<file path="config.mk">
export PLATFORM = sky130hd
export DESIGN_NAME = channel_and_prescale_dividers
export DESIGN_NICKNAME = d
export VERILOG_FILES = /design/src/rtl/clkdiv_pkg.sv /design/src/rtl/cascade_divider.sv /design/src/rtl/channel_and_prescale_dividers.sv
export SDC_FILE = /design/constraint.sdc
export NUM_CORES = 1
export LEC_CHECK = 0
export ABC_AREA = 1
export BUFFER_PORTS_ARGS = -buffer_cell sky130_fd_sc_hd__buf_2
export CORE_ASPECT_RATIO = 0.9
export CORE_MARGIN = 2
export CORE_UTILIZATION = 50
export CTS_CLUSTER_SIZE = 28
export DETAILED_ROUTE_END_ITERATION = 7
export GPL_ROUTABILITY_DRIVEN = 1
export HOLD_SLACK_MARGIN = 0.02
export PLACE_DENSITY = 0.82
export SLEW_MARGIN = 0
export SYNTH_ARGS = -nofsm -noshare
export SYNTH_HDL_FRONTEND = slang
export SYNTH_SLANG_ARGS = --single-unit
</file>
<file path="constraint.sdc">
create_clock -name pclk -period 2.1 [get_ports pclk]
set_clock_uncertainty 0.15 [all_clocks]
set_input_delay 0.21 -clock pclk [delete_from_list [all_inputs] [get_ports pclk]]
set_output_delay 0.21 -clock pclk [all_outputs]
set_load 0.005 [all_outputs]
</file>
<file path="src/rtl/clkdiv_pkg.sv">
// constants for the channel and prescale divider block
// assumes a single pclk domain and an APB register slave
package clkdiv_pkg;
	// register word indices (printed offsets are indices, byte address is four times)
	localparam logic [9:0] IDX_PHASE    = 10'h19F;
	localparam logic [9:0] IDX_SECOND   = 10'h1A0;
	localparam logic [9:0] IDX_CTRL     = 10'h1A1;
	localparam logic [9:0] IDX_DUTY     = 10'h1A2;
	localparam logic [9:0] IDX_FIRST    = 10'h1A3;
	localparam logic [9:0] IDX_PRESCALE = 10'h1E0;
	localparam logic [9:0] IDX_POWER    = 10'h1E1;
	localparam logic [9:0] IDX_UPDATE   = 10'h232;
	localparam logic [9:0] IDX_SYNC     = 10'h230;
	// field positions
	localparam int LOW_MSB       = 7;
	localparam int LOW_LSB       = 4;
	localparam int HIGH_MSB      = 3;
	localparam int HIGH_LSB      = 0;
	localparam int BIT_BYP2      = 5;
	localparam int BIT_BYP1      = 4;
	localparam int BIT_NOSYNC    = 3;
	localparam int BIT_FORCE     = 2;
	localparam int BIT_START2    = 1;
	localparam int BIT_START1    = 0;
	localparam int BIT_DUTY_OFF  = 0;
	localparam int BIT_PD_INPUT  = 4;
	localparam int BIT_PD_OSCIF  = 3;
	localparam int BIT_UPDATE    = 0;
	localparam int BIT_SOFT_SYNC = 0;
	// reset values and lowest static prescale code
	localparam logic [7:0] RST_ZERO     = 8'h00;
	localparam logic [7:0] RST_PRESCALE = 8'h02;
	localparam logic [2:0] PRE_STATIC_MIN = 3'h5;
endpackage

</file>
<file path="src/rtl/cascade_divider.sv">
// one programmable low/high divider with phase offset, start level and bypass
// assumes clk_en marks the input clock edges, all on pclk
`timescale 1ns/10ps
`default_nettype none
module cascade_divider (
	input  wire logic       pclk,
	input  wire logic       presetn,
	input  wire logic       clk_en,
	input  wire logic       clk_lvl,
	input  wire logic [3:0] low_cnt,
	input  wire logic [3:0] high_cnt,
	input  wire logic [3:0] phase,
	input  wire logic       start_high,
	input  wire logic       bypass,
	input  wire logic       restart,
	output logic            div_out
);
	typedef struct packed {
		logic       lvl;
		logic [3:0] cnt;
		logic [3:0] delay;
	} div_state_t;
	div_state_t s_q, s_d;

	always_comb begin
		s_d = s_q;
		if (restart) begin
			s_d.lvl   = start_high;
			s_d.cnt   = 4'h0;
			s_d.delay = phase;
		end else if (clk_en && !bypass) begin
			if (s_q.delay != 4'h0) begin
				s_d.delay = s_q.delay - 4'h1;
			end else if (s_q.lvl) begin
				if (s_q.cnt >= high_cnt) begin
					s_d.lvl = 1'b0;
					s_d.cnt = 4'h0;
				end else begin
					s_d.cnt = s_q.cnt + 4'h1;
				end
			end else begin
				if (s_q.cnt >= low_cnt) begin
					s_d.lvl = 1'b1;
					s_d.cnt = 4'h0;
				end else begin
					s_d.cnt = s_q.cnt + 4'h1;
				end
			end
		end
	end

	always_ff @(posedge pclk or negedge presetn) begin
		if (!presetn) begin
			s_q <= '0;
		end else begin
			s_q <= s_d;
		end
	end

	// bypass forwards the input level; counting is frozen meanwhile
	assign div_out = bypass ? clk_lvl : s_q.lvl;
endmodule
`default_nettype wire

</file>
<file path="src/rtl/channel_and_prescale_dividers.sv">
// channel cascaded dividers and prescale divider behind an APB register file
// assumes a 25 MHz pclk; clock input is modelled as a level sampled on pin
`timescale 1ns/10ps
`default_nettype none
// Overview of operation
// - second divider stays low for low field plus one input cycles
// - second divider stays high for high field plus one input cycles
// - four-bit phase offset for second divider in bits 7 to 4
// - four-bit phase offset for first divider in bits 3 to 0
// - bypass bit 5 passes input clock straight to second divider output
// - bypass bit 4 passes input clock straight to first divider output
// - sync-ignore bit 3 makes dividers disregard the chip sync request
// - bit 2 gives forced high output during a sync request, only while sync-ignore is set
// - bit 1 sets second divider start level after sync
// - bit 0 sets first divider start level
// - duty correction applies while disable bit 0 is clear
// - prescale codes 0 to 4 divide by 2 to 6, others static
// - input power bit 4 powers down whole clock input section
// - input power bit 3 powers down oscillator to distribution interface
// - settings other than the soft sync bit go active only when the self-clearing update bit is written
module channel_and_prescale_dividers import clkdiv_pkg::*; (
	input  wire logic        pclk,
	input  wire logic        presetn,
	input  wire logic        psel,
	input  wire logic        penable,
	input  wire logic        pwrite,
	input  wire logic [11:0] paddr,
	input  wire logic [31:0] pwdata,
	output logic             pready,
	output logic [31:0]      prdata,
	output logic             pslverr,
	input  wire logic        clk_in_pin,
	input  wire logic        sync_n_pin,
	output logic             prescale_out,
	output logic             ch_out,
	output logic             duty_fix_on,
	output logic             input_section_on,
	output logic             osc_if_on
);
	typedef struct packed {
		logic [7:0] phase;
		logic [7:0] second;
		logic [7:0] first;
		logic [7:0] ctrl;
		logic [7:0] duty;
		logic [7:0] pre;
		logic [7:0] power;
	} regset_t;

	typedef struct packed {
		regset_t    buf_r;
		regset_t    act;
		logic       soft_sync;
		logic [1:0] clk_sync;
		logic [1:0] syn_sync;
		logic       clk_prev;
		logic       d1_prev;
		logic [2:0] pre_cnt;
		logic       pre_lvl;
		logic       pready;
		logic [31:0] prdata;
		logic       pslverr;
		logic       ch_out;
		logic       pre_out;
		logic       duty_on;
		logic       in_on;
		logic       osc_on;
	} top_state_t;

	top_state_t s_q, s_d;

	logic        d1_out;
	logic        d2_out;
	logic        d1_en;
	logic        restart;
	logic        sync_req;
	logic        in_rise;

	function automatic logic [9:0] word_index(input logic [11:0] a);
		word_index = a[11:2];
	endfunction

	function automatic logic [2:0] pre_limit(input logic [2:0] code);
		// count of input edges per half period index for ratios 2..6
		pre_limit = code;
	endfunction

	// sync request: pin low or soft sync bit set holds dividers
	assign sync_req = !s_q.syn_sync[1] || s_q.soft_sync;
	// ignored when sync-ignore is set
	assign restart  = sync_req && !s_q.act.ctrl[BIT_NOSYNC];
	// powered-down input section stops all edges
	assign in_rise  = s_q.clk_sync[1] && !s_q.clk_prev && !s_q.act.power[BIT_PD_INPUT];
	// first divider runs from prescale output edges
	assign d1_en    = in_rise && s_q.pre_cnt == 3'h0 && !s_q.pre_lvl
		&& s_q.act.pre[2:0] < PRE_STATIC_MIN;

	cascade_divider u_div1 (
		.pclk       (pclk),
		.presetn    (presetn),
		.clk_en     (d1_en),
		.clk_lvl    (s_q.pre_lvl),
		.low_cnt    (s_q.act.first[LOW_MSB:LOW_LSB]),
		.high_cnt   (s_q.act.first[HIGH_MSB:HIGH_LSB]),
		.phase      (s_q.act.phase[HIGH_MSB:HIGH_LSB]),
		.start_high (s_q.act.ctrl[BIT_START1]),
		.bypass     (s_q.act.ctrl[BIT_BYP1]),
		.restart    (restart),
		.div_out    (d1_out)
	);

	logic d2_en;
	// second divider counts first divider rising edges
	assign d2_en = d1_out && !s_q.d1_prev;

	cascade_divider u_div2 (
		.pclk       (pclk),
		.presetn    (presetn),
		.clk_en     (d2_en),
		.clk_lvl    (d1_out),
		.low_cnt    (s_q.act.second[LOW_MSB:LOW_LSB]),
		.high_cnt   (s_q.act.second[HIGH_MSB:HIGH_LSB]),
		.phase      (s_q.act.phase[LOW_MSB:LOW_LSB]),
		.start_high (s_q.act.ctrl[BIT_START2]),
		.bypass     (s_q.act.ctrl[BIT_BYP2]),
		.restart    (restart),
		.div_out    (d2_out)
	);

	always_comb begin
		logic        access;
		logic [9:0]  idx;
		logic        hit;
		s_d     = s_q;
		access  = psel && penable && !s_q.pready;
		idx     = word_index(paddr);
		hit     = 1'b0;
		s_d.pready  = access;
		s_d.pslverr = 1'b0;
		// two-flop synchronisers for pin inputs
		s_d.clk_sync = {s_q.clk_sync[0], clk_in_pin};
		s_d.syn_sync = {s_q.syn_sync[0], sync_n_pin};
		s_d.clk_prev = s_q.clk_sync[1];
		s_d.d1_prev = d1_out;

		// prescale divider: ratio code+2, split low/high
		if (s_q.act.pre[2:0] >= PRE_STATIC_MIN) begin
			s_d.pre_lvl = 1'b0;
			s_d.pre_cnt = 3'h0;
		end else if (in_rise) begin
			if (s_q.pre_cnt == 3'h0) begin
				// high phase one edge longer on odd ratios, which duty fix smooths
				s_d.pre_lvl = !s_q.pre_lvl;
				s_d.pre_cnt = s_q.pre_lvl ? pre_limit(3'(s_q.act.pre[2:0] >> 1))
					: pre_limit(3'((s_q.act.pre[2:0] + 3'h1) >> 1));
			end else begin
				s_d.pre_cnt = s_q.pre_cnt - 3'h1;
			end
		end

		// outputs
		// power-down wins over the forced level, the tree is dark
		if (s_q.act.power[BIT_PD_INPUT]) begin
			s_d.ch_out = 1'b0;
		end else if (s_q.act.ctrl[BIT_NOSYNC] && s_q.act.ctrl[BIT_FORCE] && sync_req) begin
			s_d.ch_out = 1'b1;
		end else begin
			s_d.ch_out = d2_out;
		end
		s_d.pre_out = s_q.pre_lvl && !s_q.act.power[BIT_PD_INPUT];
		s_d.duty_on = !s_q.act.duty[BIT_DUTY_OFF];
		s_d.in_on   = !s_q.act.power[BIT_PD_INPUT];
		s_d.osc_on  = !s_q.act.power[BIT_PD_OSCIF] && !s_q.act.power[BIT_PD_INPUT];

		// apb access
		if (access) begin
			s_d.prdata = 32'h0000_0000;
			unique case (idx)
				IDX_PHASE: begin
					hit = 1'b1;
					s_d.prdata[7:0] = s_q.buf_r.phase;
					if (pwrite) s_d.buf_r.phase = pwdata[7:0];
				end
				IDX_SECOND: begin
					hit = 1'b1;
					s_d.prdata[7:0] = s_q.buf_r.second;
					if (pwrite) s_d.buf_r.second = pwdata[7:0];
				end
				IDX_FIRST: begin
					hit = 1'b1;
					s_d.prdata[7:0] = s_q.buf_r.first;
					if (pwrite) s_d.buf_r.first = pwdata[7:0];
				end
				IDX_CTRL: begin
					hit = 1'b1;
					s_d.prdata[7:0] = s_q.buf_r.ctrl;
					if (pwrite) s_d.buf_r.ctrl = {2'b00, pwdata[5:0]};
				end
				IDX_DUTY: begin
					hit = 1'b1;
					s_d.prdata[7:0] = s_q.buf_r.duty;
					if (pwrite) s_d.buf_r.duty = {7'h00, pwdata[BIT_DUTY_OFF]};
				end
				IDX_PRESCALE: begin
					hit = 1'b1;
					s_d.prdata[7:0] = s_q.buf_r.pre;
					// static codes are taken as written; calibration order is software's job
					if (pwrite) s_d.buf_r.pre = {5'h00, pwdata[2:0]};
				end
				IDX_POWER: begin
					hit = 1'b1;
					s_d.prdata[7:0] = s_q.buf_r.power;
					if (pwrite) s_d.buf_r.power = {3'h0, pwdata[4:0]};
				end
				IDX_SYNC: begin
					hit = 1'b1;
					s_d.prdata[BIT_SOFT_SYNC] = s_q.soft_sync;
					if (pwrite) s_d.soft_sync = pwdata[BIT_SOFT_SYNC];
				end
				IDX_UPDATE: begin
					hit = 1'b1;
					// self-clearing, so reads show zero
					if (pwrite && pwdata[BIT_UPDATE]) s_d.act = s_d.buf_r;
				end
				default: begin
					hit = 1'b0;
				end
			endcase
			s_d.pslverr = !hit;
		end
	end

	always_ff @(posedge pclk or negedge presetn) begin
		if (!presetn) begin
			s_q <= '0;
			s_q.buf_r.pre <= RST_PRESCALE;
			s_q.act.pre   <= RST_PRESCALE;
			s_q.duty_on   <= 1'b1;
			s_q.in_on     <= 1'b1;
			s_q.osc_on    <= 1'b1;
			s_q.syn_sync  <= 2'b11;
		end else begin
			s_q <= s_d;
		end
	end

	assign pready           = s_q.pready;
	assign prdata           = s_q.prdata;
	assign pslverr          = s_q.pslverr;
	assign prescale_out     = s_q.pre_out;
	assign ch_out           = s_q.ch_out;
	assign duty_fix_on      = s_q.duty_on;
	assign input_section_on = s_q.in_on;
	assign osc_if_on        = s_q.osc_on;
endmodule
`default_nettype wire

</file>
## Word-level counts from Yosys, hierarchy flattened

Cells that the tools add are included.

| word-level totals | value |
|---|---|
| register bits after elaboration | 122 |
| input bits | 51 |
| output and inout bits | 39 |
| word-level logic and storage cells | 143 |

| cells by class | value |
|---|---|
| add/subtract/negate cells | 6 |
| magnitude comparators | 6 |
| eq/ne operators | 11 |
| muxes and demuxes | 32 |
| reduce and logical (&&, ||, !) cells | 53 |

Operator list:

| operator | count |
|---|---|
| == test 10 x 9 -> 1 bit, second input constant | 7 |
| one-hot mux 7 bit (6 select lines) | 1 |
| two-way mux 9 bit | 4 |
| two-way mux 4 bit | 8 |
| AND reduction 3 bit | 9 |
| == test 10 bit, second input constant | 2 |
| two-way mux 5 bit | 4 |
| greater-or-equal comparator 4 bit | 4 |
| logical AND 1 bit | 16 |
| logical NOT 1 bit | 12 |
| two-way mux 1 bit | 12 |
| nonzero test 2 bit | 6 |
| AND reduction 2 bit | 5 |
| OR reduction 9 bit | 1 |
| adder 4 x 1 -> 4 bit, second input constant | 2 |
| one-hot mux 1 bit (8 select lines) | 1 |
| nonzero test 4 bit | 2 |
| subtractor 4 x 1 -> 4 bit, second input constant | 2 |
| != test 2 bit, second input constant | 2 |
| adder 3 x 1 -> 3 bit, second input constant | 1 |
| greater-or-equal comparator 3 bit, second input constant | 1 |
| logical NOT 3 bit | 1 |
| less-than comparator 3 bit, second input constant | 1 |
| two-way mux 3 bit | 1 |
| 3 further kinds | 3 |

## Logic depth before layout (Yosys ltp)

Gate-level depths: netlist of run 1.

| depth | value |
|---|---|
| word-level depth | 9 |
| mapped depth | 10 |
| gate-level depth less buffers | 10 |

## By module

A second synthesis of run 1 with hierarchy kept.

| second synthesis, totals | value |
|---|---|
| cell total of the unflattened synthesis | 768 |
| area total of the unflattened synthesis | 6286.0 sq um |

Modules (own cells, without submodules):

| module | times used | cells each | area each (sq um) | seq. area each (sq um) |
|---|---|---|---|---|
| channel_and_prescale_dividers | 1 | 552 | 4762.1 | 2536.2 |
| cascade_divider | 2 | 108 | 762.0 | 225.2 |

## Worst setup path before layout of run 1

No wires, ideal clock.

| timing path | value |
|---|---|
| path kind | register -> register |
| start | reg u_div2.s_q[0] in the netlist's numbering |
| end | reg u_div2.s_q[4] in the netlist's numbering |
| library setup time | 0.066 ns |
| arrival time | 1.427 ns |
| data required time | 1.884 ns |
| setup slack | 0.457 ns |
| stages on the path, launching flop included | 8 |
| path buffers | 0 |
| clock period less this slack | 1.643 ns |
| path through | dfrtp_1 -> inv_1 -> ha_1 -> inv_1 -> nor3_1 -> nor3b_2 -> nand3_1 -> nand2_1 |

| on the way | value |
|---|---|
| cells in the longest elaborated chain, start to end | 3 |

Ends and longest elaborated chain:

| what | line | text |
|---|---|---|
| start, declared | cascade_divider.sv:23 | `div_state_t s_q, s_d;` |
| start signal, assigned | cascade_divider.sv:54 | `s_q <= '0;` |
| start signal, assigned | cascade_divider.sv:56 | `s_q <= s_d;` |
| nonzero test 4 bit | cascade_divider.sv:32 | `if (s_q.delay != 4'h0) begin` |
| != test 2 bit (no source line) | -- |  |
| AND reduction 2 bit (no source line) | -- |  |

Every way passes these cells.
A chain may end at the register's enable or synchronous reset.

## Worst setup path after layout of run 1

| timing path | value |
|---|---|
| start | reg u_div1.s_q[0] in the netlist's numbering |
| end | reg u_div1.s_q[4] in the netlist's numbering |

| on the way | value |
|---|---|
| cells in the longest elaborated chain, start to end | 3 |

Ends and longest elaborated chain:

| what | line |
|---|---|
| start, declared | cascade_divider.sv:23 |
| start signal, assigned | cascade_divider.sv:54 |
| start signal, assigned | cascade_divider.sv:56 |
| nonzero test 4 bit | cascade_divider.sv:32 |
| != test 2 bit (no source line) | -- |
| AND reduction 2 bit (no source line) | -- |

Every way passes these cells.

==> key figures, run 1 <==
Run status
  • Outcome: completed

Finish
  • Non-Filler Instances: roughly 990
  • Number of diodes: 0
  • Filler cell count: 1040
  • Multi-input logic area: between 2000 and 3000 um^2
  • Register area: between 2000 and 3000 um^2
  • Commonest non-fill, non-tap cell in the layout: nand2_1
  • Layout cells sized above 1: ~16%
  • Layout Nets: 891
  • Most frequent cells in the layout: nand2_1 (189), dfrtp_1 (112), inv_1 (101), o21ai_1 (71), nor2_1 (41)
  • Area Growth Syn to Fin: 14.8%

GRT
  • Grt total ovfl: 0
  • Largest net degree at the start of global routing: 73
  • Initial antenna violation count: 0
  • Number of global-route vias before repair: around 5100
  • Gr usage total: around 23%
  • Global-route wire length before repair: 24.7 mm

Power
  • Combinational power share: around a tenth
  • Pwr/cell area: 819 nW/um^2
  • Worst VDD drop: 0.480 mV
  • Seq pwr share: approximately two fifths
  • Clock share of power: between 40 and 50%
  • Switching part of the total: roughly a quarter
  • Pint: around 4.4 mW
  • Leak: ~3.5 nW
  • Total net switching power: 1.51 mW

Worst hold path
  • Type of the most critical hold path: input port to flip-flop

Drt
  • Vias post-DR: 5202
  • DRT antenna net count: 0
  • DRT Pass-1 Iters: 7
  • Initial drt markers: 400
  • Vias per cell: around 5.3
  • Drt total wl: roughly 15 mm
  • WL/cell: around 15 um
  • # DRC: 0

Die
  • Initial cell density of the core: between 50% and 60%
  • Die Area: 13500 um^2
  • Std cell rows: 38
  • Core area: ~12000 um^2
  • Die Y: approximately 110 um
  • Boundary pin count: 90
  • Chip width: about 120 um

Clock tree
  • CTS sink cnt: 119
  • TritonCTS clock tree: done
  • Cts bufs inserted: 17
  • Clock Latency Late Sink: 0.42 ns
  • Clock transition at path regs: approximately 0.050 ns
  • CTS Buffer Depth: 2
  • Clock root buffer master: clkbuf_16
  • Htree depth: 4
  • # Post-CTS Setup Buffers: 0

Timing
  • Final min period: ~1.8 ns
  • F_max: roughly 550 MHz
  • Final WS setup: ~0.28 ns
  • RSZ-0062 raised after global routing: no
  • Final hold violations: 0
  • Hold Slack: 0.0483 ns
  • # setup viols final: 0
  • Final slew viol count: 0
  • Setup_tns: 0 ns
  • Fin crit share: roughly 87%

Flow run
  • Maximum Capacitance Violations: 0

Place
  • Port buffer count: 39
  • HPWL after DPL: 10.2 mm
  • GP Congestion: between 0.9 and 1
  • Dpl cells: about 950
  • Pre-CTS setup slack: about 0.3 ns

Worst setup path
  • Critical setup path kind: flip-flop to flip-flop
  • Crit path capture type: flip-flop
  • CP Data Arrival Time: 2.01 ns
  • Critical path launch point type: flip-flop
  • Worst EP required: 2.29 ns
  • Critical-path maximum fanout: 4

Synthesis
  • Synth area leader: dfrtp_1
  • Syn Area/Cell: slightly above 8 um^2
  • Sequential area share after synthesis: between 40% and 50%
  • Cell count after synthesis: 764
  • Synth top area cells: dfrtp_1 (44%), nand2_1 (11%), inv_1 (6.0%), o21ai_1 (5.6%), ha_1 (4.8%)
  • Synthesis Warnings: 0
  • Top cell type's share of synthesized area: around 44%
  • Syn Std Cell Area: 6310 um^2
  • Synth cell types: 42
  • Seq cells post-synth: approximately 120
-- sequential cells by signal (all words and copies together) (netlist names) --
name / cells
osc_if_on: 1
pready: 1
prdata: 8
u_div1.s_q: 9
pslverr: 1
u_div2.s_q: 9
s_q: 83
input_section_on: 1
ch_out: 1
s_d: 3
prescale_out: 1
duty_fix_on: 1
-- per-layer routing --
layer  share of wire, %  vias up  wire length, um  GRT usage (%)
met4                2.6        0              384           8.81
met3                5.5       39              809           5.27
met1                 43     2461             6360           31.2
met5                  0        -                0              0
met2                 49      177             7220           36.4
li1                   -     2525                -              -
-- worst max-delay path, cell delays in order, from the launching register on --
cell and delay (ns):
dfrtp_1 0.39, inv_1 0.09, ha_1 0.17, nand2_1 0.07, nor2_1 0.22, inv_1 0.08
nor3_2 0.25, nand2_1 0.16, a21oi_1 0.16
-- layout make-up --
cell class	instances	share of cell area, %
sequential	119	41.2
multi-input combinational	511	36.8
clock buffer	21	6.49
inverter	108	5.66
timing repair buffer	59	5.42
tap	160	2.76
clock inverter	11	1.71
-- Yosys cell counts, drive strengths merged --
| library cell | instances |
|---|---|
| or2 | 2 |
| dfstp | 7 |
| inv | 108 |
| xor2 | 3 |
| nand2 | 196 |
| a22oi | 1 |
| and2 | 1 |
| a21oi | 12 |
| nand3b | 1 |
| o21bai | 3 |
| nand3 | 40 |
| xnor2 | 1 |
| clkbuf | 2 |
| o22ai | 1 |
| ha | 24 |
| nand4 | 26 |
| a31oi | 4 |
| conb | 1 |
| nor3b | 1 |
| nor3 | 6 |
| o21ai | 109 |
| buf | 47 |
| dfrtp | 112 |
| o21a | 1 |
| a211oi | 2 |
| a21boi | 1 |
| o211ai | 2 |
| nor2 | 50 |
-- stage by stage --
stage,utilization (%),instance area [um^2],power (mW)
2_1_floorplan,-,6400,2.87
3_3_place_gp,54.0,6570,3.02
3_5_place_dp,54.0,6570,3.04
4_1_cts,59.5,7250,5.94
5_1_grt,59.5,7250,6.16
6_report,59.5,7250,5.94
-- path summary, 6_finish.rpt --
kind | from | to | slack [ns] | cells past startpoint
max in group asynchronous | presetn | s_q[88] | 1.00 | 3
hold reg to reg | s_d[46] | s_q[46] | 0.21 | 0
setup reg to reg | u_div1.s_q[0] | u_div1.s_q[4] | 0.28 | 8
hold / removal | pwdata[3] | s_q[157] | 0.05 | 3
setup / recovery | u_div1.s_q[0] | u_div1.s_q[4] | 0.28 | 8
min in group asynchronous | presetn | ch_out | 0.10 | 2
-- power by group through the flow --
| stage | Combinational [mW] | Clock, mW | Sequential, mW |
|---|---|---|---|
| final | 0.570 | 2.91 | 2.46 |
| after floorplan | 0.394 | 0 | 2.48 |
| after global routing | 0.657 | 3.04 | 2.46 |
| after CTS | 0.570 | 2.92 | 2.45 |
| after detailed placement | 0.554 | 0 | 2.49 |
| after global placement | 0.531 | 0 | 2.49 |
-- repair_timing --
item                                   in CTS  in global routing
endpoints found under the hold margin     133                  0
gates resized for setup                     0                  0
hold buffers                                8                  0
-- kinds of logic after synthesis --
| logic type | synth area share [%] |
|---|---|
| AO/OA/AOI/OAI | 11.9 |
| other | 0.0594 |
| adder cells (fa/ha/maj) | 4.76 |
| buffers and inverters | 11.9 |
| XOR/XNOR | 0.555 |
| flip-flops | 47.3 |
| AND/OR/NAND/NOR | 23.6 |
Power figures use the tool's default switching activity.
==> run 2: changes to the inputs <==
- CORE_ASPECT_RATIO: 0.9 -> 1.4
- CORE_UTILIZATION: 50 -> 30
- PLACE_DENSITY: 0.82 -> default
==> run 2 against run 1 <==
  * Via count shrank 6.1%
  * Clock power grew 12%
  * Cell count grew 9.6%
  * Highest routed layer unchanged
  * Maximum frequency shrank 0.15%
  * Critical endpoint is now u_div2.s_q[5]
  * Combinational power grew 1%
  * Core utilization shrank 23 points
  * Critical path type unchanged
==> key figures, run 2 (synthesis results as in run 1) <==
Clock tree
  • Clock transition at path regs: 0.05 ns (about the same)
  • Htree depth: 4 (unchanged)
  • Clock root buffer master: clkbuf_16
  • # Post-CTS Setup Buffers: 0 (unchanged)
  • CTS sink cnt: 119 (unchanged)
  • Clock Latency Late Sink: 0.41 ns (about the same)
  • TritonCTS clock tree: done
  • CTS Buffer Depth: 2 (unchanged)
  • Cts bufs inserted: 17 (unchanged)

Finish
  • Multi-input logic area: 2660 um^2 (unchanged)
  • Register area: 2990 um^2 (unchanged)
  • Biggest register: s_q
  • Util after Layout: 36.2% (-23 points)
  • Leading registers by flop count: s_q (83), u_div1.s_q (9), u_div2.s_q (9)
  • Most frequent cells in the layout: nand2_1 (189), dfrtp_1 (112), inv_1 (101), o21ai_1 (71), nor2_1 (41)
  • Largest register FFs: 83 (unchanged)
  • Commonest non-fill, non-tap cell in the layout: nand2_1
  • Layout Nets: 890 (-0.11%)
  • Number of diodes: 0 (unchanged)
  • Filler cell count: 2081 (+100%)
  • Area Growth Syn to Fin: 17.8%
  • Layout cells sized above 1: 16.4% (+0.26 points)
  • Non-Filler Instances: 1084 (+9.6%)

Worst setup path
  • CP Data Arrival Time: 2.02 ns (about the same)
  • CP max stage delay: 0.43 ns (+0.04 ns)
  • Critical-path cell list: ha_1, inv_1, o21bai_1, nand3_1, nand3_1, o21ai_0, nand3_1, nand2_1
  • Crit path capture type: flip-flop
  • Crit-path leading delay family: flip-flops
  • Worst Path Buf+Inv: 1 (-1)
  • Crit-path slowest cell: dfrtp_1
  • Worst R2R End: u_div2.s_q[5]
  • Critical-path maximum fanout: 5 (+1)
  • RR Startpoint: u_div2.s_q[5]
  • Critical setup path kind: flip-flop to flip-flop
  • Reg2Reg Depth: 8 (unchanged)
  • Critical path launch point type: flip-flop
  • Worst EP required: 2.29 ns (about the same)
  • Setup crit start: u_div2.s_q[5]
  • R2r setup slk: 0.27 ns (about the same)
  • Most frequent CP cell: nand3_1

Power
  • Total net switching power: 1.49 mW (-1.6%)
  • Pwr/cell area: 845 nW/um^2 (+3.2%)
  • Clock share of power: 51.8% (+2.8 points)
  • Leak: 3.54 nW (+0.92%)
  • Seq pwr share: 39.0% (-2.4 points)
  • Combinational power share: 9.2% (-0.4 points)
  • Pint: 4.80 mW (+8.4%)
  • Pwr Total: 6.28 mW (+5.9%)
  • Switching part of the total: 23.7% (-1.8 points)
  • Worst VDD drop: 0.415 mV (-14%)

Timing
  • Final min period: 1.83 ns (+0.00278 ns)
  • Fin crit share: 87.0% (+0.13 points)
  • Actual slew at the worst max-slew pin: 0.527 ns
  • F_max: 548 MHz (-0.15%)
  • Relative slew slack: approximately two thirds
  • Final slew viol count: 0 (unchanged)
  • # setup viols final: 0 (unchanged)
  • Setup_tns: 0 ns (unchanged)
  • Final hold violations: 0 (unchanged)
  • RSZ-0062 raised after global routing: no

Die
  • Std cell rows: 62 (+63%)
  • Boundary pin count: 90 (unchanged)
  • Chip width: 127 um (+3.4%)
  • Die Y: 176 um (+59%)
  • Initial cell density of the core: 30.7% (-21 points)
  • Die Area: 22200 um^2 (+64%)
  • Core area: 20600 um^2 (+69%)

Drt
  • # DRC: 0 (unchanged)
  • Vias per cell: 4.51 (-14%)
  • Vias post-DR: 4887 (-6.1%)
  • DRT antenna net count: 0 (unchanged)
  • DRT Pass-1 Iters: 4 (-3)
  • Drt total wl: 14.3 mm (-3.1%)
  • WL/cell: 13.2 um (-12%)
  • Initial drt markers: 233 (-42%)

GRT
  • Met1 usage: 15.6% (-16 points)
  • Number of global-route vias before repair: 4722 (-7.9%)
  • GR Util met3: 2.80% (-2.5 points)
  • Gr usage total: 13.6% (-9.6 points)
  • Met2 Use GR: 23.9% (-12 points)
  • Global-route wire length before repair: 23.9 mm (-3.5%)
  • Grt total ovfl: 0 (unchanged)
  • Most used routing layer: met2
  • Initial antenna violation count: 0 (unchanged)
  • Largest net degree at the start of global routing: 73 (unchanged)

Place
  • GP Congestion: 0.890 (-6.7%)
  • Dpl cells: 1047 (+10%)
  • Port buffer count: 39 (unchanged)
  • HPWL after DPL: 10.8 mm (+6.5%)

Flow run
  • Maximum Capacitance Violations: 0 (unchanged)

Worst hold path
  • Hold endpoint: s_q[159]
  • Hold Path Origin: pwdata[5]
  • Type of the most critical hold path: input port to flip-flop
  • Cell count of the worst hold path: 3 (unchanged)

Run status
  • Outcome: completed
## run 2: routing by layer
layer | up-vias | share of wire (%)
met1 | 2238 | 42
met3 | 26 | 2.6
met5 | - | 0
met4 | 0 | 3.5
li1 | 2528 | -
met2 | 95 | 52
## run 2: power groups by stage
stage                     Clock [mW]  Sequential [mW]  Combinational (mW)
after global routing            3.40             2.46               0.663
after CTS                       3.30             2.45               0.587
after floorplan                    0             2.48               0.394
after global placement             0             2.49               0.570
final                           3.26             2.45               0.576
after detailed placement           0             2.49               0.577
## run 2: metrics by stage
stage          area, um^2  hold slack, ns  worst slack [ns]
3_3_place_gp         6720        -0.00199             0.296
2_1_floorplan        6400          -0.236             0.457
6_report             7440          0.0284             0.274
5_1_grt              7440          0.0388             0.103
3_5_place_dp         6720        -0.00435             0.259
4_1_cts              7440          0.0262             0.251
## run 2: worst max-delay path by stage
stage,endpoint,slack [ns],cells past startpoint
after floorplan,u_div2.s_q[4],0.46,7
after global placement,u_div2.s_q[5],0.30,8
after detailed placement,u_div2.s_q[6],0.26,8
after CTS,u_div2.s_q[6],0.25,8
after global routing,u_div2.s_q[5],0.10,8
final,u_div2.s_q[5],0.27,8
## run 2: tightest hold or removal path: stages
cell,delay (ns)
buf_2,0.07
inv_1,0.12
o21ai_2,0.15
## run 2: cell type report
class | count | share of cell area, %
Timing Repair Buffer | 58 | 5.25
Sequential cell | 119 | 40.2
Inverter | 108 | 5.52
Tap cell | 256 | 4.31
Multi-Input combinational cell | 511 | 35.8
Clock buffer | 21 | 6.33
Clock inverter | 11 | 2.62
## run 2: repair_timing
action,CTS,global route
hold buffers,5,0
hold endpoints to repair,119,0
gates resized for setup,0,0
